<file path="src/ctm_pkg.sv">
// shared types and constants for the counter/timer block
package ctm_pkg;

    localparam int unsigned CNT_W     = 32;
    localparam int unsigned NUM_MATCH = 4;
    localparam int unsigned NUM_CAP   = 2;
    localparam int unsigned NUM_EXT   = 2;
    localparam int unsigned NUM_DMA   = 2;
    localparam int unsigned IRQ_W     = NUM_MATCH + NUM_CAP;

    localparam logic [CNT_W-1:0] CNT_ZERO = 32'h0000_0000;
    localparam logic [CNT_W-1:0] CNT_ONE  = 32'h0000_0001;

    // count source select
    typedef enum logic [1:0] {
        SRC_BUS_CLK  = 2'b00,
        SRC_CAP_RISE = 2'b01,
        SRC_CAP_FALL = 2'b10,
        SRC_CAP_BOTH = 2'b11
    } count_src_t;

    // external match output action
    typedef enum logic [1:0] {
        EXT_NOTHING = 2'b00,
        EXT_LOW     = 2'b01,
        EXT_HIGH    = 2'b10,
        EXT_TOGGLE  = 2'b11
    } ext_act_t;

    // per match register control
    typedef struct packed {
        logic irq_en;
        logic reset_en;
        logic stop_en;
    } match_ctl_t;

    // per capture channel control
    typedef struct packed {
        logic irq_en;
        logic on_fall;
        logic on_rise;
    } cap_ctl_t;

    // clear-on-capture control
    typedef struct packed {
        logic       en;
        logic       chan;
        logic       on_fall;
    } clr_ctl_t;

    // timer state machine
    typedef enum logic [1:0] {
        ST_IDLE    = 2'b00,
        ST_RUN     = 2'b01,
        ST_STOPPED = 2'b10
    } tmr_state_t;

endpackage : ctm_pkg

</file>
<file path="src/edge_sync.sv">
// two-flop synchroniser with edge detection for one pin
`timescale 1ns/1ps
`default_nettype none

module edge_sync (
    input  wire logic clk_i,
    input  wire logic nrst_i,
    input  wire logic pin_i,
    output logic      level_o,
    output logic      rise_o,
    output logic      fall_o
);

    logic meta_q;
    logic sync_q;
    logic last_q;

    always_ff @(posedge clk_i or negedge nrst_i) begin
        if (!nrst_i) begin
            meta_q <= 1'b0;
            sync_q <= 1'b0;
            last_q <= 1'b0;
        end else begin
            meta_q <= pin_i;
            sync_q <= meta_q;
            last_q <= sync_q;
        end
    end

    assign level_o = sync_q;
    assign rise_o  = sync_q & ~last_q;
    assign fall_o  = ~sync_q & last_q;

endmodule : edge_sync

`default_nettype wire

</file>
<file path="src/prescaler.sv">
// programmable prescaler producing a one-cycle count enable
`timescale 1ns/1ps
`default_nettype none

module prescaler (
    input  wire logic                     clk_i,
    input  wire logic                     nrst_i,
    input  wire logic                     run_i,
    input  wire logic                     tick_i,
    input  wire logic                     clear_i,
    input  wire logic [ctm_pkg::CNT_W-1:0] limit_i,
    output logic      [ctm_pkg::CNT_W-1:0] value_o,
    output logic                          step_o
);

    logic [ctm_pkg::CNT_W-1:0] pc_q;
    logic [ctm_pkg::CNT_W-1:0] pc_d;
    logic                      wrap;

    // terminal value reached: wrap and emit one count step
    assign wrap   = run_i & tick_i & (pc_q >= limit_i);
    assign step_o = wrap;
    assign value_o = pc_q;

    always_comb begin
        pc_d = pc_q;
        if (clear_i) begin
            pc_d = ctm_pkg::CNT_ZERO;
        end else if (wrap) begin
            pc_d = ctm_pkg::CNT_ZERO;
        end else if (run_i && tick_i) begin
            pc_d = pc_q + ctm_pkg::CNT_ONE;
        end
    end

    always_ff @(posedge clk_i or negedge nrst_i) begin
        if (!nrst_i) begin
            pc_q <= ctm_pkg::CNT_ZERO;
        end else begin
            pc_q <= pc_d;
        end
    end

endmodule : prescaler

`default_nettype wire

</file>
<file path="src/counter_timer_capture_match.sv">
// 32-bit counter/timer with prescaler, capture channels and match logic
`timescale 1ns/1ps
`default_nettype none

module counter_timer_capture_match (
    input  wire logic                                         clk_i,
    input  wire logic                                         nrst_i,
    // control
    input  wire logic                                         enable_i,
    input  wire logic                                         sw_reset_i,
    input  wire ctm_pkg::count_src_t                          count_src_i,
    input  wire logic                                         count_chan_i,
    input  wire logic [ctm_pkg::CNT_W-1:0]                    prescale_i,
    input  wire logic [ctm_pkg::NUM_MATCH-1:0][ctm_pkg::CNT_W-1:0] match_val_i,
    input  wire ctm_pkg::match_ctl_t [ctm_pkg::NUM_MATCH-1:0] match_ctl_i,
    input  wire ctm_pkg::cap_ctl_t [ctm_pkg::NUM_CAP-1:0]     cap_ctl_i,
    input  wire ctm_pkg::clr_ctl_t                            clr_ctl_i,
    input  wire ctm_pkg::ext_act_t [ctm_pkg::NUM_EXT-1:0]     ext_act_i,
    input  wire logic [ctm_pkg::IRQ_W-1:0]                    irq_clear_i,
    // pins
    input  wire logic [ctm_pkg::NUM_CAP-1:0]                  cap_pin_i,
    // status
    output logic      [ctm_pkg::CNT_W-1:0]                    timer_count_value_o,
    output logic      [ctm_pkg::CNT_W-1:0]                    prescale_count_o,
    output logic      [ctm_pkg::NUM_CAP-1:0][ctm_pkg::CNT_W-1:0] cap_val_o,
    output logic      [ctm_pkg::IRQ_W-1:0]                    irq_pending_o,
    output logic                                              running_o,
    output logic      [ctm_pkg::NUM_EXT-1:0]                  match_pin_o,
    output logic      [ctm_pkg::NUM_DMA-1:0]                  dma_req_o
);

    // ----------------------------------------------------------------
    // capture pin synchronisers
    // ----------------------------------------------------------------
    logic [ctm_pkg::NUM_CAP-1:0] cap_lvl;
    logic [ctm_pkg::NUM_CAP-1:0] cap_rise;
    logic [ctm_pkg::NUM_CAP-1:0] cap_fall;

    genvar gc;
    generate
        for (gc = 0; gc < ctm_pkg::NUM_CAP; gc++) begin : g_sync
            // each capture pin feeds its own channel and, when selected, the count source and capture clear
            edge_sync u_sync (
                .clk_i   (clk_i),
                .nrst_i  (nrst_i),
                .pin_i   (cap_pin_i[gc]),
                .level_o (cap_lvl[gc]),
                .rise_o  (cap_rise[gc]),
                .fall_o  (cap_fall[gc])
            );
        end
    endgenerate

    // ----------------------------------------------------------------
    // count source
    // ----------------------------------------------------------------
    logic src_rise;
    logic src_fall;
    logic tick;

    assign src_rise = cap_rise[count_chan_i];
    assign src_fall = cap_fall[count_chan_i];

    always_comb begin
        case (count_src_i)
            ctm_pkg::SRC_BUS_CLK:  tick = 1'b1;
            ctm_pkg::SRC_CAP_RISE: tick = src_rise;
            ctm_pkg::SRC_CAP_FALL: tick = src_fall;
            ctm_pkg::SRC_CAP_BOTH: tick = src_rise | src_fall;
            default:               tick = 1'b0;
        endcase
    end

    // ----------------------------------------------------------------
    // timer state machine
    // ----------------------------------------------------------------
    ctm_pkg::tmr_state_t state_q;
    ctm_pkg::tmr_state_t state_d;
    logic                run;
    logic                step;
    logic                cap_clear;
    logic [ctm_pkg::CNT_W-1:0] tc_q;
    logic [ctm_pkg::CNT_W-1:0] tc_d;
    logic [ctm_pkg::CNT_W-1:0] pc_val;

    // ----------------------------------------------------------------
    // capture clear of count and prescaler
    // ----------------------------------------------------------------
    logic clr_rise;
    logic clr_fall;

    assign clr_rise  = cap_rise[clr_ctl_i.chan];
    assign clr_fall  = cap_fall[clr_ctl_i.chan];
    assign cap_clear = clr_ctl_i.en & (clr_ctl_i.on_fall ? clr_fall : clr_rise);

    assign run = (state_q == ctm_pkg::ST_RUN);

    prescaler u_pre (
        .clk_i   (clk_i),
        .nrst_i  (nrst_i),
        .run_i   (run),
        .tick_i  (tick),
        .clear_i (sw_reset_i | cap_clear),
        .limit_i (prescale_i),
        .value_o (pc_val),
        .step_o  (step)
    );

    // ----------------------------------------------------------------
    // match detection
    // ----------------------------------------------------------------
    logic [ctm_pkg::NUM_MATCH-1:0] match_hit;
    logic [ctm_pkg::NUM_MATCH-1:0] match_stop;
    logic [ctm_pkg::NUM_MATCH-1:0] match_rst;
    logic [ctm_pkg::NUM_MATCH-1:0] match_irq;
    logic [ctm_pkg::NUM_MATCH-1:0] match_seen_q;
    logic [ctm_pkg::NUM_MATCH-1:0] match_new;

    genvar gm;
    generate
        for (gm = 0; gm < ctm_pkg::NUM_MATCH; gm++) begin : g_match
            assign match_hit[gm]  = run & (tc_q == match_val_i[gm]);
            assign match_new[gm]  = match_hit[gm] & ~match_seen_q[gm];
            assign match_stop[gm] = match_new[gm] & match_ctl_i[gm].stop_en;
            assign match_rst[gm]  = match_hit[gm] & match_ctl_i[gm].reset_en & step;
            assign match_irq[gm]  = match_new[gm] & match_ctl_i[gm].irq_en;
        end
    endgenerate

    // one event per arrival at a match value, not per cycle spent there
    always_ff @(posedge clk_i or negedge nrst_i) begin
        if (!nrst_i) begin
            match_seen_q <= '0;
        end else begin
            match_seen_q <= match_hit;
        end
    end

    always_comb begin
        state_d = state_q;
        case (state_q)
            ctm_pkg::ST_IDLE: begin
                if (enable_i && !sw_reset_i) begin
                    state_d = ctm_pkg::ST_RUN;
                end
            end
            ctm_pkg::ST_RUN: begin
                if (!enable_i) begin
                    state_d = ctm_pkg::ST_IDLE;
                end else if (|match_stop) begin
                    state_d = ctm_pkg::ST_STOPPED;
                end
            end
            ctm_pkg::ST_STOPPED: begin
                if (!enable_i) begin
                    state_d = ctm_pkg::ST_IDLE;
                end
            end
            default: state_d = ctm_pkg::ST_IDLE;
        endcase
    end

    // ----------------------------------------------------------------
    // timer count
    // ----------------------------------------------------------------
    always_comb begin
        tc_d = tc_q;
        if (sw_reset_i || cap_clear) begin
            tc_d = ctm_pkg::CNT_ZERO;
        end else if (|match_rst) begin
            tc_d = ctm_pkg::CNT_ZERO;
        end else if (step && !(|match_stop)) begin
            tc_d = tc_q + ctm_pkg::CNT_ONE;
        end
    end

    always_ff @(posedge clk_i or negedge nrst_i) begin
        if (!nrst_i) begin
            state_q <= ctm_pkg::ST_IDLE;
            tc_q    <= ctm_pkg::CNT_ZERO;
        end else begin
            state_q <= state_d;
            tc_q    <= tc_d;
        end
    end

    // ----------------------------------------------------------------
    // capture channels
    // ----------------------------------------------------------------
    logic [ctm_pkg::NUM_CAP-1:0] cap_evt;
    logic [ctm_pkg::NUM_CAP-1:0][ctm_pkg::CNT_W-1:0] cap_q;

    genvar gk;
    generate
        for (gk = 0; gk < ctm_pkg::NUM_CAP; gk++) begin : g_cap
            assign cap_evt[gk] = (cap_ctl_i[gk].on_rise & cap_rise[gk])
                               | (cap_ctl_i[gk].on_fall & cap_fall[gk]);
            always_ff @(posedge clk_i or negedge nrst_i) begin
                if (!nrst_i) begin
                    cap_q[gk] <= ctm_pkg::CNT_ZERO;
                end else if (cap_evt[gk]) begin
                    cap_q[gk] <= tc_q;
                end
            end
        end
    endgenerate

    // ----------------------------------------------------------------
    // interrupt pending flags
    // ----------------------------------------------------------------
    logic [ctm_pkg::IRQ_W-1:0] irq_set;
    logic [ctm_pkg::IRQ_W-1:0] irq_q;
    logic [ctm_pkg::NUM_CAP-1:0] cap_irq;

    generate
        for (gk = 0; gk < ctm_pkg::NUM_CAP; gk++) begin : g_capirq
            assign cap_irq[gk] = cap_evt[gk] & cap_ctl_i[gk].irq_en;
        end
    endgenerate

    assign irq_set = {cap_irq, match_irq};

    // set wins over a same-cycle clear
    always_ff @(posedge clk_i or negedge nrst_i) begin
        if (!nrst_i) begin
            irq_q <= '0;
        end else begin
            irq_q <= (irq_q & ~irq_clear_i) | irq_set;
        end
    end

    // ----------------------------------------------------------------
    // external match pins and dma requests
    // ----------------------------------------------------------------
    logic [ctm_pkg::NUM_EXT-1:0] ext_q;
    logic [ctm_pkg::NUM_EXT-1:0] ext_d;
    logic [ctm_pkg::NUM_DMA-1:0] dma_q;

    genvar ge;
    generate
        for (ge = 0; ge < ctm_pkg::NUM_EXT; ge++) begin : g_ext
            always_comb begin
                ext_d[ge] = ext_q[ge];
                if (match_new[ge]) begin
                    case (ext_act_i[ge])
                        ctm_pkg::EXT_LOW:    ext_d[ge] = 1'b0;
                        ctm_pkg::EXT_HIGH:   ext_d[ge] = 1'b1;
                        ctm_pkg::EXT_TOGGLE: ext_d[ge] = ~ext_q[ge];
                        default:             ext_d[ge] = ext_q[ge];
                    endcase
                end
            end
        end
    endgenerate

    always_ff @(posedge clk_i or negedge nrst_i) begin
        if (!nrst_i) begin
            ext_q <= '0;
            dma_q <= '0;
        end else begin
            ext_q <= ext_d;
            dma_q <= match_new[ctm_pkg::NUM_DMA-1:0];
        end
    end

    // ----------------------------------------------------------------
    // registered status outputs
    // ----------------------------------------------------------------
    logic running_q;
    logic [ctm_pkg::CNT_W-1:0] pc_out_q;

    always_ff @(posedge clk_i or negedge nrst_i) begin
        if (!nrst_i) begin
            running_q <= 1'b0;
            pc_out_q  <= ctm_pkg::CNT_ZERO;
        end else begin
            running_q <= (state_d == ctm_pkg::ST_RUN);
            pc_out_q  <= pc_val;
        end
    end

    assign timer_count_value_o = tc_q;
    assign prescale_count_o    = pc_out_q;
    assign cap_val_o           = cap_q;
    assign irq_pending_o       = irq_q;
    assign running_o           = running_q;
    assign match_pin_o         = ext_q;
    assign dma_req_o           = dma_q;

endmodule : counter_timer_capture_match

`default_nettype wire

</file>
<file path="config.mk">
export PLATFORM = sky130hd
export DESIGN_NAME = counter_timer_capture_match
export DESIGN_NICKNAME = d
export VERILOG_FILES = /design/src/ctm_pkg.sv /design/src/edge_sync.sv /design/src/prescaler.sv /design/src/counter_timer_capture_match.sv
export SDC_FILE = /design/constraint.sdc
export NUM_CORES = 1
export LEC_CHECK = 0
export ABC_AREA = 1
export BUFFER_PORTS_ARGS = -buffer_cell sky130_fd_sc_hd__buf_2
export CAP_MARGIN = 0
export CORE_UTILIZATION = 45
export CTS_BUF_LIST = sky130_fd_sc_hd__clkbuf_2 sky130_fd_sc_hd__clkbuf_4 sky130_fd_sc_hd__clkbuf_8
export DETAILED_ROUTE_END_ITERATION = 8
export PLACE_DENSITY = 0.73
export SLEW_MARGIN = 20
export SYNTH_ARGS = -nofsm -noshare
export SYNTH_HDL_FRONTEND = slang
export SYNTH_SLANG_ARGS = --single-unit
export TNS_END_PERCENT = 5
</file>
<file path="constraint.sdc">
create_clock -name clk_i -period 3.2 [get_ports clk_i]
set_input_delay 0.16 -clock clk_i [delete_from_list [all_inputs] [get_ports clk_i]]
set_output_delay 0.16 -clock clk_i [all_outputs]
set_load 0.005 [all_outputs]
</file>
## Yosys cells after proc, flatten, opt, wreduce, memory -nomap -nowiden

Index checks and enable logic that the tools add are counted.

| operators by class | value |
|---|---|
| mux-type cells | 23 |
| equality and inequality tests | 16 |
| magnitude comparators | 3 |
| reductions and logical operators | 16 |
| bitwise gates (word level) | 54 |
| add/sub/neg operators | 2 |

Operators with widths:

| operator | count |
|---|---|
| two-way mux 32 bit | 6 |
| == test 32 bit | 4 |
| adder 32 x 1 -> 32 bit (second input constant) | 2 |
| AND 1 bit | 37 |
| greater-or-equal comparator 32 bit | 1 |
| == test 2 bit (second input constant) | 7 |
| nonzero test 3 bit | 4 |
| == test 2 x 1 -> 1 bit (second input constant) | 5 |
| NOT 1 bit | 10 |
| two-way mux 1 bit | 9 |
| two-way mux 2 bit | 4 |
| OR reduction 4 bit | 2 |
| AND 6 bit | 1 |
| NOT 6 bit | 1 |
| OR 6 bit | 1 |
| one-hot mux 1 bit (3 select lines) | 2 |
| one-hot mux 2 bit (3 select lines) | 1 |
| logical NOT 2 bit | 2 |
| < comparator 1 x 2 -> 1 bit (second input constant) | 2 |
| OR 1 bit | 4 |
| one-hot mux 1 bit (4 select lines) | 1 |
| AND reduction 2 bit | 2 |
| logical AND 1 bit | 3 |
| logical NOT 1 bit | 2 |
| logical OR 1 bit | 1 |

| storage, ports and cells | value |
|---|---|
| bits in registers | 183 |
| word-level logic and storage cells | 132 |
| output and inout port bits | 139 |
| input bits | 200 |

## Logic depth before layout (Yosys ltp)

Gate-level depths: netlist of run 1.

| logic depth | value |
|---|---|
| word-level depth | 12 |
| mapped depth | 20 |
| mapped depth without buffers | 19 |

## By module

A second synthesis of run 1 with hierarchy kept.

| unflattened totals | value |
|---|---|
| cells, all modules | 2,152 |
| area total of the unflattened synthesis | 13,432.9 sq um |

Modules (own cells, without submodules):

| module | cells an instance | sequential area each (sq um) | area an instance (sq um) | times used |
|---|---|---|---|---|
| counter_timer_capture_match | 1,671 | 3,628.5 | 10,228.6 | 1 |
| prescaler | 467 | 800.8 | 3,024.2 | 1 |
| edge_sync | 7 | 75.1 | 90.1 | 2 |

## Least setup slack after synthesis of run 1

Ideal clock, no wire load.

| timing path | value |
|---|---|
| path kind | register to register |
| start point | reg u_pre.pc_q, in the netlist u_pre.value_o[14] |
| end point | reg u_pre.pc_q, in the netlist u_pre.value_o[10] |
| required time | 3.068 ns |
| buffers on the path | 2 |
| cell stages (with the launch flop) | 15 |
| setup time | 0.132 ns |
| data arrival time | 1.941 ns |
| slack | 1.127 ns |
| clock period less this slack | 2.073 ns |
| path through | dfrtp_1 -> ha_1 -> nand2_1 -> nor2_1 -> nand2_1 -> nor2_1 -> nor2_1 -> nand2_1 -> nand2_1 -> nand2_1 -> nand2_1 -> nand2_1 -> buf_2 -> buf_1 -> nor2_1 |

| between the ends | value |
|---|---|
| word-level cells in the longest chain between the ends | 4 |
| elaborated cells between the ends (all ways) | 5 |
| those cells by class | 1 x order compare; 2 x mux; 1 x bitwise; 1 x reduce/logical |

RTL lines:

| what | line | RTL |
|---|---|---|
| from (decl) | prescaler.sv:16 | `logic [ctm_pkg::CNT_W-1:0] pc_q;` |
| from (signal assigned) | prescaler.sv:38 | `pc_q <= ctm_pkg::CNT_ZERO;` |
| from (signal assigned) | prescaler.sv:40 | `pc_q <= pc_d;` |
| greater-or-equal comparator 32 bit (*) | prescaler.sv:21 | `assign wrap = run_i & tick_i & (pc_q >= limit_i);` |
| AND 1 bit (*) | prescaler.sv:21 |  |
| two-way mux 32 bit | prescaler.sv:29 | `end else if (wrap) begin` |
| two-way mux 32 bit | prescaler.sv:27 | `if (clear_i) begin` |

Mark *: on every way between the ends. The rest lies on a longest branch, timed or not.
A chain may end at the register's enable or synchronous reset.

## Worst setup path after layout of run 1

| timing path | value |
|---|---|
| start point | reg state_q[1] |
| end point | reg ext_q, in the netlist match_pin_o[0] |

| between the ends | value |
|---|---|
| word-level cells in the longest chain between the ends | 4 |

RTL lines:

| what | line | RTL |
|---|---|---|
| from (decl) | counter_timer_capture_match.sv:77 | `ctm_pkg::tmr_state_t state_q;` |
| from (signal assigned) | counter_timer_capture_match.sv:179 | `state_q <= ctm_pkg::ST_IDLE;` |
| from (signal assigned) | counter_timer_capture_match.sv:182 | `state_q <= state_d;` |
| == test 2 x 1 -> 1 bit | counter_timer_capture_match.sv:96 | `assign run = (state_q == ctm_pkg::ST_RUN);` |
| AND 1 bit | counter_timer_capture_match.sv:122 | `assign match_hit[gm] = run & (tc_q == match_val_i[gm]);` |
| via match_hit (one bit) | counter_timer_capture_match.sv:112 | `logic [ctm_pkg::NUM_MATCH-1:0] match_hit;` |
| AND 1 bit | counter_timer_capture_match.sv:123 | `assign match_new[gm] = match_hit[gm] & ~match_seen_q[gm];` |
| via match_new (one bit) | counter_timer_capture_match.sv:117 | `logic [ctm_pkg::NUM_MATCH-1:0] match_new;` |
| AND reduction 2 bit (no source line) | -- |  |
| to (signal assigned) | counter_timer_capture_match.sv:261 | `ext_q <= ext_d;` |
| to (decl) | counter_timer_capture_match.sv:235 | `logic [ctm_pkg::NUM_EXT-1:0] ext_q;` |

The timed path passes the listed nets, and every way through them passes these cells.

==> impl_metrics.csv, run 1 <==
group,metric,value,unit
sta,fmax,333.9,MHz
clock_network,ctsRootBufferMaster,"clkbuf_8",
yosys,netlist_area,0.01258,mm²
critical_path,r2r-end,"match_pin_o[0]$_DFFE_PN0P_",
power,swShare,34.46,%
sta,fin_tns_setup,0,ns
yosys,synth.most_common_cell,"nand2_1",
yosys,synthFlopType,"dfrtp_1",
min_path,worstHoldStart,"match_val_i[54]",
final_layout,nNetsFinal,2584,
power,peakVddDrop,0.2112,mV
final_layout,areaGrowthSynthToFinish,23.77,%
critical_path,timing.rr.start,"state_q[1]$_DFF_PN0_",
floorplanning,die_area,0.02862,mm²
placement,gp_congestion,0.9954,
final_layout,layout.cells.non_filler,2737,
floorplanning,core,0.02718,mm²
route,routed_via_density,5.422,
sta,finalSetupViolations,0,
route,wl_per_cell,21.03,µm
yosys,synth.top_cells.by_count,"nand2_1 (680), nor2_1 (330), inv_1 (260)",
final_layout,drive_above_1_share,19.42,%
clock_network,cts_setup_buffers,0,
placement,place_inst,2683,
route,dr_total_vias,14840,
yosys,synth.top_cell.area_share,36.41,%
final_layout,final_core_util,57.27,%
sta,finalClockSkew,0.02726,ns
run,maxCapViolCount,0,
yosys,postSynthCellCount,1972,
yosys,synth_cell_types,46,
min_path,min_path_type,"input port to flop",
min_path,holdPathStages,6,
route,drt_wl_total,57.55,mm
clock_network,htreeDepth,4,
min_path,worstHoldEndpoint,"match_seen_q[1]$_DFF_PN0_",
critical_path,r2r_slack,0.21,ns
placement,dpl_worst_slack,0.4411,ns
critical_path,cp_data_arrival_time,3.37,ns
sta,fin_crit_sh,93.59,%
critical_path,cp-end-kind,"flop",
power,power_frac_comb,19.0,%
sta,relSlewSlack,40.16,%
critical_path,critPathMaxFanout,8,
global_route,grt_max_degree,87,
global_route,track_usage,40.24,%
yosys,synthArstFlopShare,100.0,%
floorplanning,initial_utilization,46.28,%
yosys,yosysWarnings,0,
route,drc,0,
clock_network,clk_latency,0.50,ns
clock_network,clockBufferDepth,2,
route,met3_wirelength,7.158,mm
sta,tightest_slew,0.8963,ns
clock_network,cts.clk_slew.worst_paths,0.12,ns
power,switchingPower,1.834,mW
route,drt_iter0_drc,2063,
power,pwr-share-seq,48.1,%
route,route.top_layer_used,"met5",
sta,maxSlewViolCount,0,
yosys,yosysTopAreaCell,"dfrtp_1",
route,met1_length,22.57,mm
critical_path,worstSetupStartpointType,"flop",
yosys,synth_seq_area_share,36.41,%
placement,io_buffer_count,338,
critical_path,ff2ff_path_depth,14,
critical_path,critical_path_class,"flop to flop",
yosys,synth_edf_count,0,
floorplanning,ios,339,
outcome,outcome,"finished clean",
global_route,grt_pass1_wl,84.01,mm
global_route,grt_overflow,0,
floorplanning,die_w,169.2,µm
clock_network,cts.sinks,183,
route,ant_nets,0,
power,p_int,3.488,mW
yosys,synth.area.top_cells,"dfrtp_1 (36%), nand2_1 (20%), nor2_1 (9.8%)",
global_route,grt_pass1_vias,14000,
critical_path,cp.required,3.58,ns
clock_network,cts_buffers,17,
yosys,syn-num-nets,2206,
sta,hold_violations,0,
route,first_pass_iters,6,
floorplanning,die_y,169.2,µm
route,wl_met2,25.10,mm
power,powerDensity,342.0,mW/mm²
global_route,antenna_found_initial,8,
sta,rsz0062_at_grt,"true",
power,p_leak,8.888,nW
floorplanning,rows,60,
yosys,synth-seq-cells,183,
placement,hpwl,43.59,mm
sta,setup_ws,0.2051,ns
yosys,syn_area_per_cell,6.377,µm²
power,clkPwrFrac,32.9,%
sta,layout_min_cycle_time,2.995,ns
clock_network,cts_tree,"yes",
power,power,5.323,mW
how the worst max path moves through the flow:
stage,start,endpoint,cells after the start
floorplan,u_pre.value_o[14]$_DFFE_PN0P_,u_pre.value_o[10]$_DFFE_PN0P_,14
detailed placement,u_pre.value_o[5]$_DFFE_PN0P_,timer_count_value_o[3]$_DFFE_PN0P_,14
global route,u_pre.value_o[5]$_DFFE_PN0P_,timer_count_value_o[3]$_DFFE_PN0P_,15
finish,state_q[1]$_DFF_PN0_,match_pin_o[0]$_DFFE_PN0P_,14
global placement,u_pre.value_o[5]$_DFFE_PN0P_,timer_count_value_o[3]$_DFFE_PN0P_,14
CTS,state_q[1]$_DFF_PN0_,match_pin_o[0]$_DFFE_PN0P_,14
cell type report:
type / count / area [µm²]
clock buffer: 17 / 234.0
timing repair buffer: 416 / 2374
sequential: 183 / 4581
antenna: 2 / 5.005
tap: 372 / 465.4
inverter: 276 / 1036
clock inverter: 15 / 195.2
fill: 2720 / 11610
multi-input combinational: 1456 / 6675
worst max-delay path, stage by stage (launching register included):
cell and delay [ns]:
dfrtp_1 0.38, inv_1 0.15, nand2_4 0.15, clkinv_1 0.14, buf_4 0.25, nand4_1 0.16
nor3_1 0.18, nand2_1 0.13, nor4_2 0.32, nand2_1 0.18, inv_1 0.13, nand2_1 0.05
nand2_1 0.05, o31ai_1 0.06, dlygate4sd3_1 0.56
sequential cells by signal, indices dropped and copies added (netlist names):
name / count
cap_val_o: 64
match_seen_q: 4
prescale_count_o: 32
g_sync.u_sync.level_o: 2
g_sync.u_sync.meta_q: 2
timer_count_value_o: 32
irq_pending_o: 6
dma_req_o: 2
u_pre.value_o: 32
running_o: 1
g_sync.u_sync.last_q: 2
match_pin_o: 2
state_q: 2
stage by stage:
step                      hold slack (ns)  area, µm²
after floorplan                   -0.1356      12580
after global placement             0.1766      14920
after detailed placement           0.1697      14920
after CTS                          0.1006      15550
after global routing               0.1072      15560
final                              0.1097      15560
metal layers:
| metal | vias to the layer above | global-route usage [%] |
|---|---|---|
| met1 | 6830 | 52.50 |
| met3 | 144 | 10.00 |
| met5 | - | 0 |
| met2 | 913 | 62.95 |
| li1 | 6944 | - |
| met4 | 10 | 18.29 |
cells in the final DEF, fill, tap and decap left out, drive strengths merged, types with 2 or more instances in the layout:
cell         instances
dlygate4sd3         20
nand3b               3
diode                2
o211ai               2
xnor2               13
clkbuf              18
buf                395
a21o                 3
xor2                21
nand3               82
dfrtp              183
and3                 4
nor4b                2
inv                280
and2                 2
nor2               335
ha                  34
nor3                46
nand2              682
nand4               87
clkinv              10
o2111a               2
o31ai                2
o21a                 2
nor4                19
o21ai               22
a21oi               84
cells by family after synthesis:
family | count (synthesis) | share of synthesized area, %
compound gates | 122 | 5.263
xor+xnor | 34 | 2.368
fa+ha+maj | 34 | 3.383
buf+inv | 333 | 10.65
flops | 183 | 36.41
simple gates | 1266 | 41.93
timing repair:
item / 4_1_cts / 5_1_grt
resized for setup: 0 / 3
endpoints found under the hold margin: 73 / 0
hold buffers: 20 / 0
setup endpoints to repair: 0 / 6
power by group through the flow:
| stage | Clock [mW] | Combinational [mW] | Sequential (mW) |
|---|---|---|---|
| 4_1_cts | 1.76 | 1.00 | 2.56 |
| 2_1_floorplan | 0 | 0.452 | 2.61 |
| 3_3_place_gp | 0 | 0.971 | 2.60 |
| 6_report | 1.75 | 1.01 | 2.56 |
| 3_5_place_dp | 0 | 0.983 | 2.60 |
| 5_1_grt | 1.85 | 1.13 | 2.58 |
Power figures use the tool's default switching activity.
==> inputs of run 2 (changes only) <==
- CORE_ASPECT_RATIO: unset -> 1.25
- CORE_MARGIN: unset -> 2
==> run 2 against run 1 <==
Clock skew fell by 0.0070 ns. Via count up 2.5%. Fmax barely moved. Global-route usage fell by 0.71 points. Setup slack better by 0.00073 ns. Register-to-register slack about the same. Critical path depth is the same. First-iteration DRC count fell by 27%. Routed wire length increased by 2.3%. Critical path type unchanged. Non-clock buffer count grew 77.
==> impl_metrics.csv, run 2 (same netlist as run 1, synthesis figures left out) <==
group,metric,value,unit
critical_path,cp-end-kind,"flop",
floorplanning,rows,68,
final_layout,final_common_cell,"nand2_1",
critical_path,critical_path_class,"flop to flop",
outcome,outcome,"finished clean",
final_layout,largest_reg_flops,64,
route,first_pass_iters,8,
floorplanning,die_area,0.02931,mm²
final_layout,final_core_util,58.59,%
sta,fin_crit_sh,93.57,%
sta,fin_tns_setup,0,ns
clock_network,htreeDepth,4,
floorplanning,initial_utilization,45.62,%
sta,hold_ws,0.05820,ns
sta,fmax,334.0,MHz
power,peakVddDrop,0.3186,mV
sta,maxSlewViolCount,0,
clock_network,clk_latency,0.51,ns
global_route,grt_pass1_vias,14570,
global_route,grt_overflow,0,
route,drt_wl_total,58.89,mm
clock_network,cts.sinks,183,
final_layout,drive_above_1_share,22.01,%
global_route,track_usage,39.53,%
clock_network,cts.clk_slew.worst_paths,0.12,ns
min_path,min_path_type,"input port to flop",
placement,gp_congestion,1.045,
global_route,grt_pass1_wl,86.50,mm
power,powerDensity,328.0,mW/mm²
sta,layout_min_cycle_time,2.994,ns
final_layout,final_cell_mix,"nand2_1 (677), buf_2 (337), nor2_1 (330)",
floorplanning,die_y,190.9,µm
clock_network,cts_tree,"yes",
placement,io_buffer_count,338,
sta,rsz0062_at_grt,"false",
route,drc,0,
clock_network,cts_buffers,17,
sta,hold_violations,0,
floorplanning,core,0.02757,mm²
route,ant_nets,0,
placement,hpwl,46.61,mm
route,wl_per_cell,21.10,µm
final_layout,nNetsFinal,2661,
global_route,grt_max_degree,118,
global_route,antenna_found_initial,1,
floorplanning,ios,339,
critical_path,cp_data_arrival_time,3.40,ns
route,routed_via_density,5.453,
final_layout,fillers,2730,
sta,finalSetupViolations,0,
power,p_leak,9.257,nW
critical_path,worstSetupStartpointType,"flop",
clock_network,clockBufferDepth,2,
final_layout,areaGrowthSynthToFinish,28.43,%
route,dr_total_vias,15220,
route,drt_iter0_drc,1514,
run,maxCapViolCount,0,
sta,tightest_slew,0.9870,ns
clock_network,ctsRootBufferMaster,"clkbuf_8",
floorplanning,die_w,153.5,µm
critical_path,critPathMaxFanout,8,
sta,relSlewSlack,34.20,%
critical_path,cp.required,3.60,ns
sta,finalClockSkew,0.02025,ns
## run 2: path summary, 6_finish.rpt
| path | startpoint | endpoint | slack (ns) | cells past startpoint |
|---|---|---|---|---|
| max | state_q[1]$_DFF_PN0_ | match_pin_o[0]$_DFFE_PN0P_ | 0.21 | 14 |
| min | sw_reset_i | state_q[0]$_DFF_PN0_ | 0.06 | 3 |
| max reg2reg | state_q[1]$_DFF_PN0_ | match_pin_o[0]$_DFFE_PN0P_ | 0.21 | 14 |
| min reg2reg | g_sync[0].u_sync.meta_q$_DFF_PN0_ | g_sync[0].u_sync.level_o$_DFF_PN0_ | 0.36 | 0 |
| max in group asynchronous | nrst_i | u_pre.value_o[26]$_DFFE_PN0P_ | 1.96 | 3 |
| min in group asynchronous | nrst_i | cap_val_o[62]$_DFFE_PN0N_ | 0.36 | 2 |
## run 2: worst max-delay path: stages (launching register included)
cell,delay [ns]
dfrtp_1,0.37
inv_1,0.14
nand2_2,0.25
clkinv_1,0.13
buf_4,0.25
nand4_1,0.16
nor3_1,0.20
nand2_1,0.11
nor4_2,0.29
nand2_1,0.15
inv_1,0.13
nand2_1,0.06
nand2_1,0.05
o31ai_1,0.06
dlygate4sd3_1,0.55
## run 2: final cells by class
| type | count | area [µm²] | share of cell area [%] |
|---|---|---|---|
| clock buffer | 18 | 247.7 | 1.534 |
| antenna | 1 | 2.502 | 0.01549 |
| tap | 350 | 437.9 | 2.711 |
| inverter | 276 | 1036 | 6.414 |
| clock inverter | 14 | 171.4 | 1.061 |
| multi-input combinational | 1456 | 6686 | 41.40 |
| timing repair buffer | 493 | 2989 | 18.51 |
| sequential | 183 | 4581 | 28.36 |
## run 2: where the power goes
part	internal, mW	total (mW)	switching (mW)
clock network	0.621	1.69	1.07
registers	2.47	2.56	0.0909
logic	0.431	1.05	0.623
## run 2: metrics by stage
step | instance area, µm² | setup WS (ns) | total power [mW] | std cells
6_report | 16150 | 0.2058 | 5.298 | 2791
5_1_grt | 16150 | 0.001994 | 5.539 | 2790
4_1_cts | 16110 | 0.1398 | 5.304 | 2789
3_5_place_dp | 15490 | 0.1876 | 3.628 | 2737
3_3_place_gp | 15490 | 0.2388 | 3.610 | 2737
2_1_floorplan | 12580 | 1.127 | 3.060 | 1972
## run 2: metal layers
metal	wire [µm]	track usage, %
met5	12	0
met2	26500	63.49
met1	22360	49.03
met4	3998	23.78
met3	6012	8.297
## run 2: timing repair
item | CTS | global route
setup buffers | 0 | 0
hold endpoints to repair | 128 | 0
hold buffers | 20 | 0
endpoints found under the setup margin | 0 | 4
gates resized for setup | 0 | 3
==> inputs of run 3 (changes only) <==
- CORE_MARGIN: 2 -> 1
==> run 3 against run 2 <==
Clock power is 6% higher. Sequential power barely moved. Global-route usage grew 2.0 points. Fmax rose by 1.4%. Design area is 0.57% lower. Final cell count down 0.36%. Sequential cell count stayed put. Power up 1.9%. Combinational power about the same. Utilization decreased by 0.33 points. Largest power group unchanged.
==> impl_metrics.csv, run 3 (same netlist as run 1, synthesis figures left out) <==
group,metric,value,unit
outcome,outcome,"finished clean",
power,pwr-share-seq,47.4,%
floorplanning,die_y,188.9,µm
global_route,grt_pass1_wl,86.05,mm
run,maxCapViolCount,0,
clock_network,ctsRootBufferMaster,"clkbuf_8",
sta,hold_violations,0,
route,routed_via_density,5.429,
clock_network,htreeDepth,4,
route,drt_iter0_drc,1485,
final_layout,final_common_cell,"nand2_1",
floorplanning,ios,339,
critical_path,worstSetupStartpointType,"flop",
sta,layout_min_cycle_time,2.953,ns
placement,gp_congestion,1.066,
placement,placed_area,0.01537,mm²
sta,setup_ws,0.2474,ns
sta,tightest_slew,0.8387,ns
final_layout,nNetsFinal,2649,
clock_network,clk_latency,0.52,ns
floorplanning,die_area,0.02862,mm²
clock_network,clockBufferDepth,2,
sta,finalClockSkew,0.02787,ns
clock_network,cts.clk_slew.worst_paths,0.13,ns
final_layout,final_cell_mix,"nand2_1 (677), buf_2 (337), nor2_1 (330)",
power,p_int,3.640,mW
global_route,antenna_found_initial,2,
sta,rsz0062_at_grt,"false",
global_route,grt_max_degree,98,
final_layout,fillers,2717,
route,drc,0,
power,power,5.399,mW
sta,finalSetupViolations,0,
sta,fin_tns_setup,0,ns
power,clkPwrFrac,33.2,%
placement,dpl_worst_slack,0.09998,ns
power,p_leak,9.194,nW
critical_path,cp-end-kind,"flop",
power,power_frac_comb,19.4,%
clock_network,cts_buffers,17,
sta,relSlewSlack,44.09,%
final_layout,final_core_util,58.26,%
floorplanning,initial_utilization,45.62,%
power,swShare,32.58,%
route,wl_per_cell,21.20,µm
placement,io_buffer_count,338,
final_layout,largest_reg_flops,64,
placement,hpwl,46.26,mm
clock_network,cts_setup_buffers,0,
clock_network,cts.sinks,183,
route,first_pass_iters,6,
final_layout,areaGrowthSynthToFinish,27.71,%
final_layout,layout.cells.non_filler,2781,
sta,hold_ws,0.02596,ns
sta,fin_crit_sh,92.27,%
min_path,min_path_type,"input port to flop",
sta,maxSlewViolCount,0,
power,peakVddDrop,0.3236,mV
route,dr_total_vias,15100,
final_layout,finalInstanceArea,0.01606,mm²
critical_path,cp.required,3.59,ns
route,ant_nets,0,
sta,fmax,338.7,MHz
clock_network,cts_tree,"yes",
floorplanning,die_w,151.5,µm
floorplanning,core,0.02757,mm²
floorplanning,rows,68,
power,switchingPower,1.759,mW
final_layout,drive_above_1_share,21.62,%
global_route,grt_overflow,0,
placement,place_inst,2725,
route,drt_wl_total,58.95,mm
critical_path,critical_path_class,"flop to flop",
global_route,grt_pass1_vias,14430,
global_route,track_usage,41.55,%
power,powerDensity,336.2,mW/mm²
critical_path,cp_data_arrival_time,3.34,ns
critical_path,critPathMaxFanout,6,
-- run 3: cell count changes in the layout (fill, tap and decap cells not counted), moves of 2 or more --
cell,previous run,this run
buf_4,129,119
buf_12,6,4
bufinv_16,0,2
clkinvlp_4,1,3
diode_2,1,3
-- run 3: layout make-up --
cell class	count	area [µm²]	share of cell area, %
antenna	3	7.507	0.04674
clock buffer	17	234.0	1.457
clock inverter	15	209.0	1.301
inverter	276	1042	6.490
multi-input combinational	1456	6675	41.56
sequential	183	4581	28.52
tap	350	437.9	2.727
timing repair buffer	481	2874	17.90
-- run 3: worst paths after layout --
check                                                   startpoint                                  to  slack [ns]  cells after the start
worst max register to register  timer_count_value_o[4]$_DFFE_PN0P_          match_pin_o[0]$_DFFE_PN0P_        0.25                     15
worst min register to register   g_sync[0].u_sync.meta_q$_DFF_PN0_  g_sync[0].u_sync.level_o$_DFF_PN0_        0.36                      0
max in group asynchronous                                   nrst_i      prescale_count_o[23]$_DFF_PN0_        2.01                      3
min in group asynchronous                                   nrst_i           cap_val_o[36]$_DFFE_PN0N_        0.28                      2
worst max-delay path            timer_count_value_o[4]$_DFFE_PN0P_          match_pin_o[0]$_DFFE_PN0P_        0.25                     15
worst min-delay path                               match_val_i[83]           match_seen_q[2]$_DFF_PN0_        0.03                      4
-- run 3: worst max-delay path, cell delays in order (launching register included) --
cell and delay (ns):
dfrtp_1 0.63, inv_1 0.13, buf_4 0.21, nand2_1 0.10, buf_4 0.12, nand4_1 0.06
or2_2 0.29, nor2_1 0.08, nand2_1 0.06, nor4_2 0.16, nand2_1 0.15, inv_1 0.13
nand2_1 0.06, nand2_1 0.05, o31ai_1 0.06, dlygate4sd3_1 0.55
-- run 3: power by group through the flow --
stage	Combinational, mW	Sequential (mW)	Clock [mW]
finish	1.05	2.56	1.79
global route	1.17	2.58	1.90
CTS	1.03	2.56	1.81
detailed placement	1.01	2.61	0
global placement	1.00	2.60	0
floorplan	0.452	2.61	0
-- run 3: routing by layer --
metal | wire, µm | global-route usage [%] | vias to the layer above
li1 | - | - | 7077
met1 | 22120 | 50.05 | 6851
met4 | 4446 | 26.73 | 2
met5 | 13 | 0 | -
met3 | 6201 | 10.10 | 260
met2 | 26170 | 65.74 | 907
-- run 3: what timing repair did --
action	CTS	global route
resized for setup	0	5
endpoints found under the hold margin	107	0
setup endpoints to repair	0	23
hold buffers	20	0
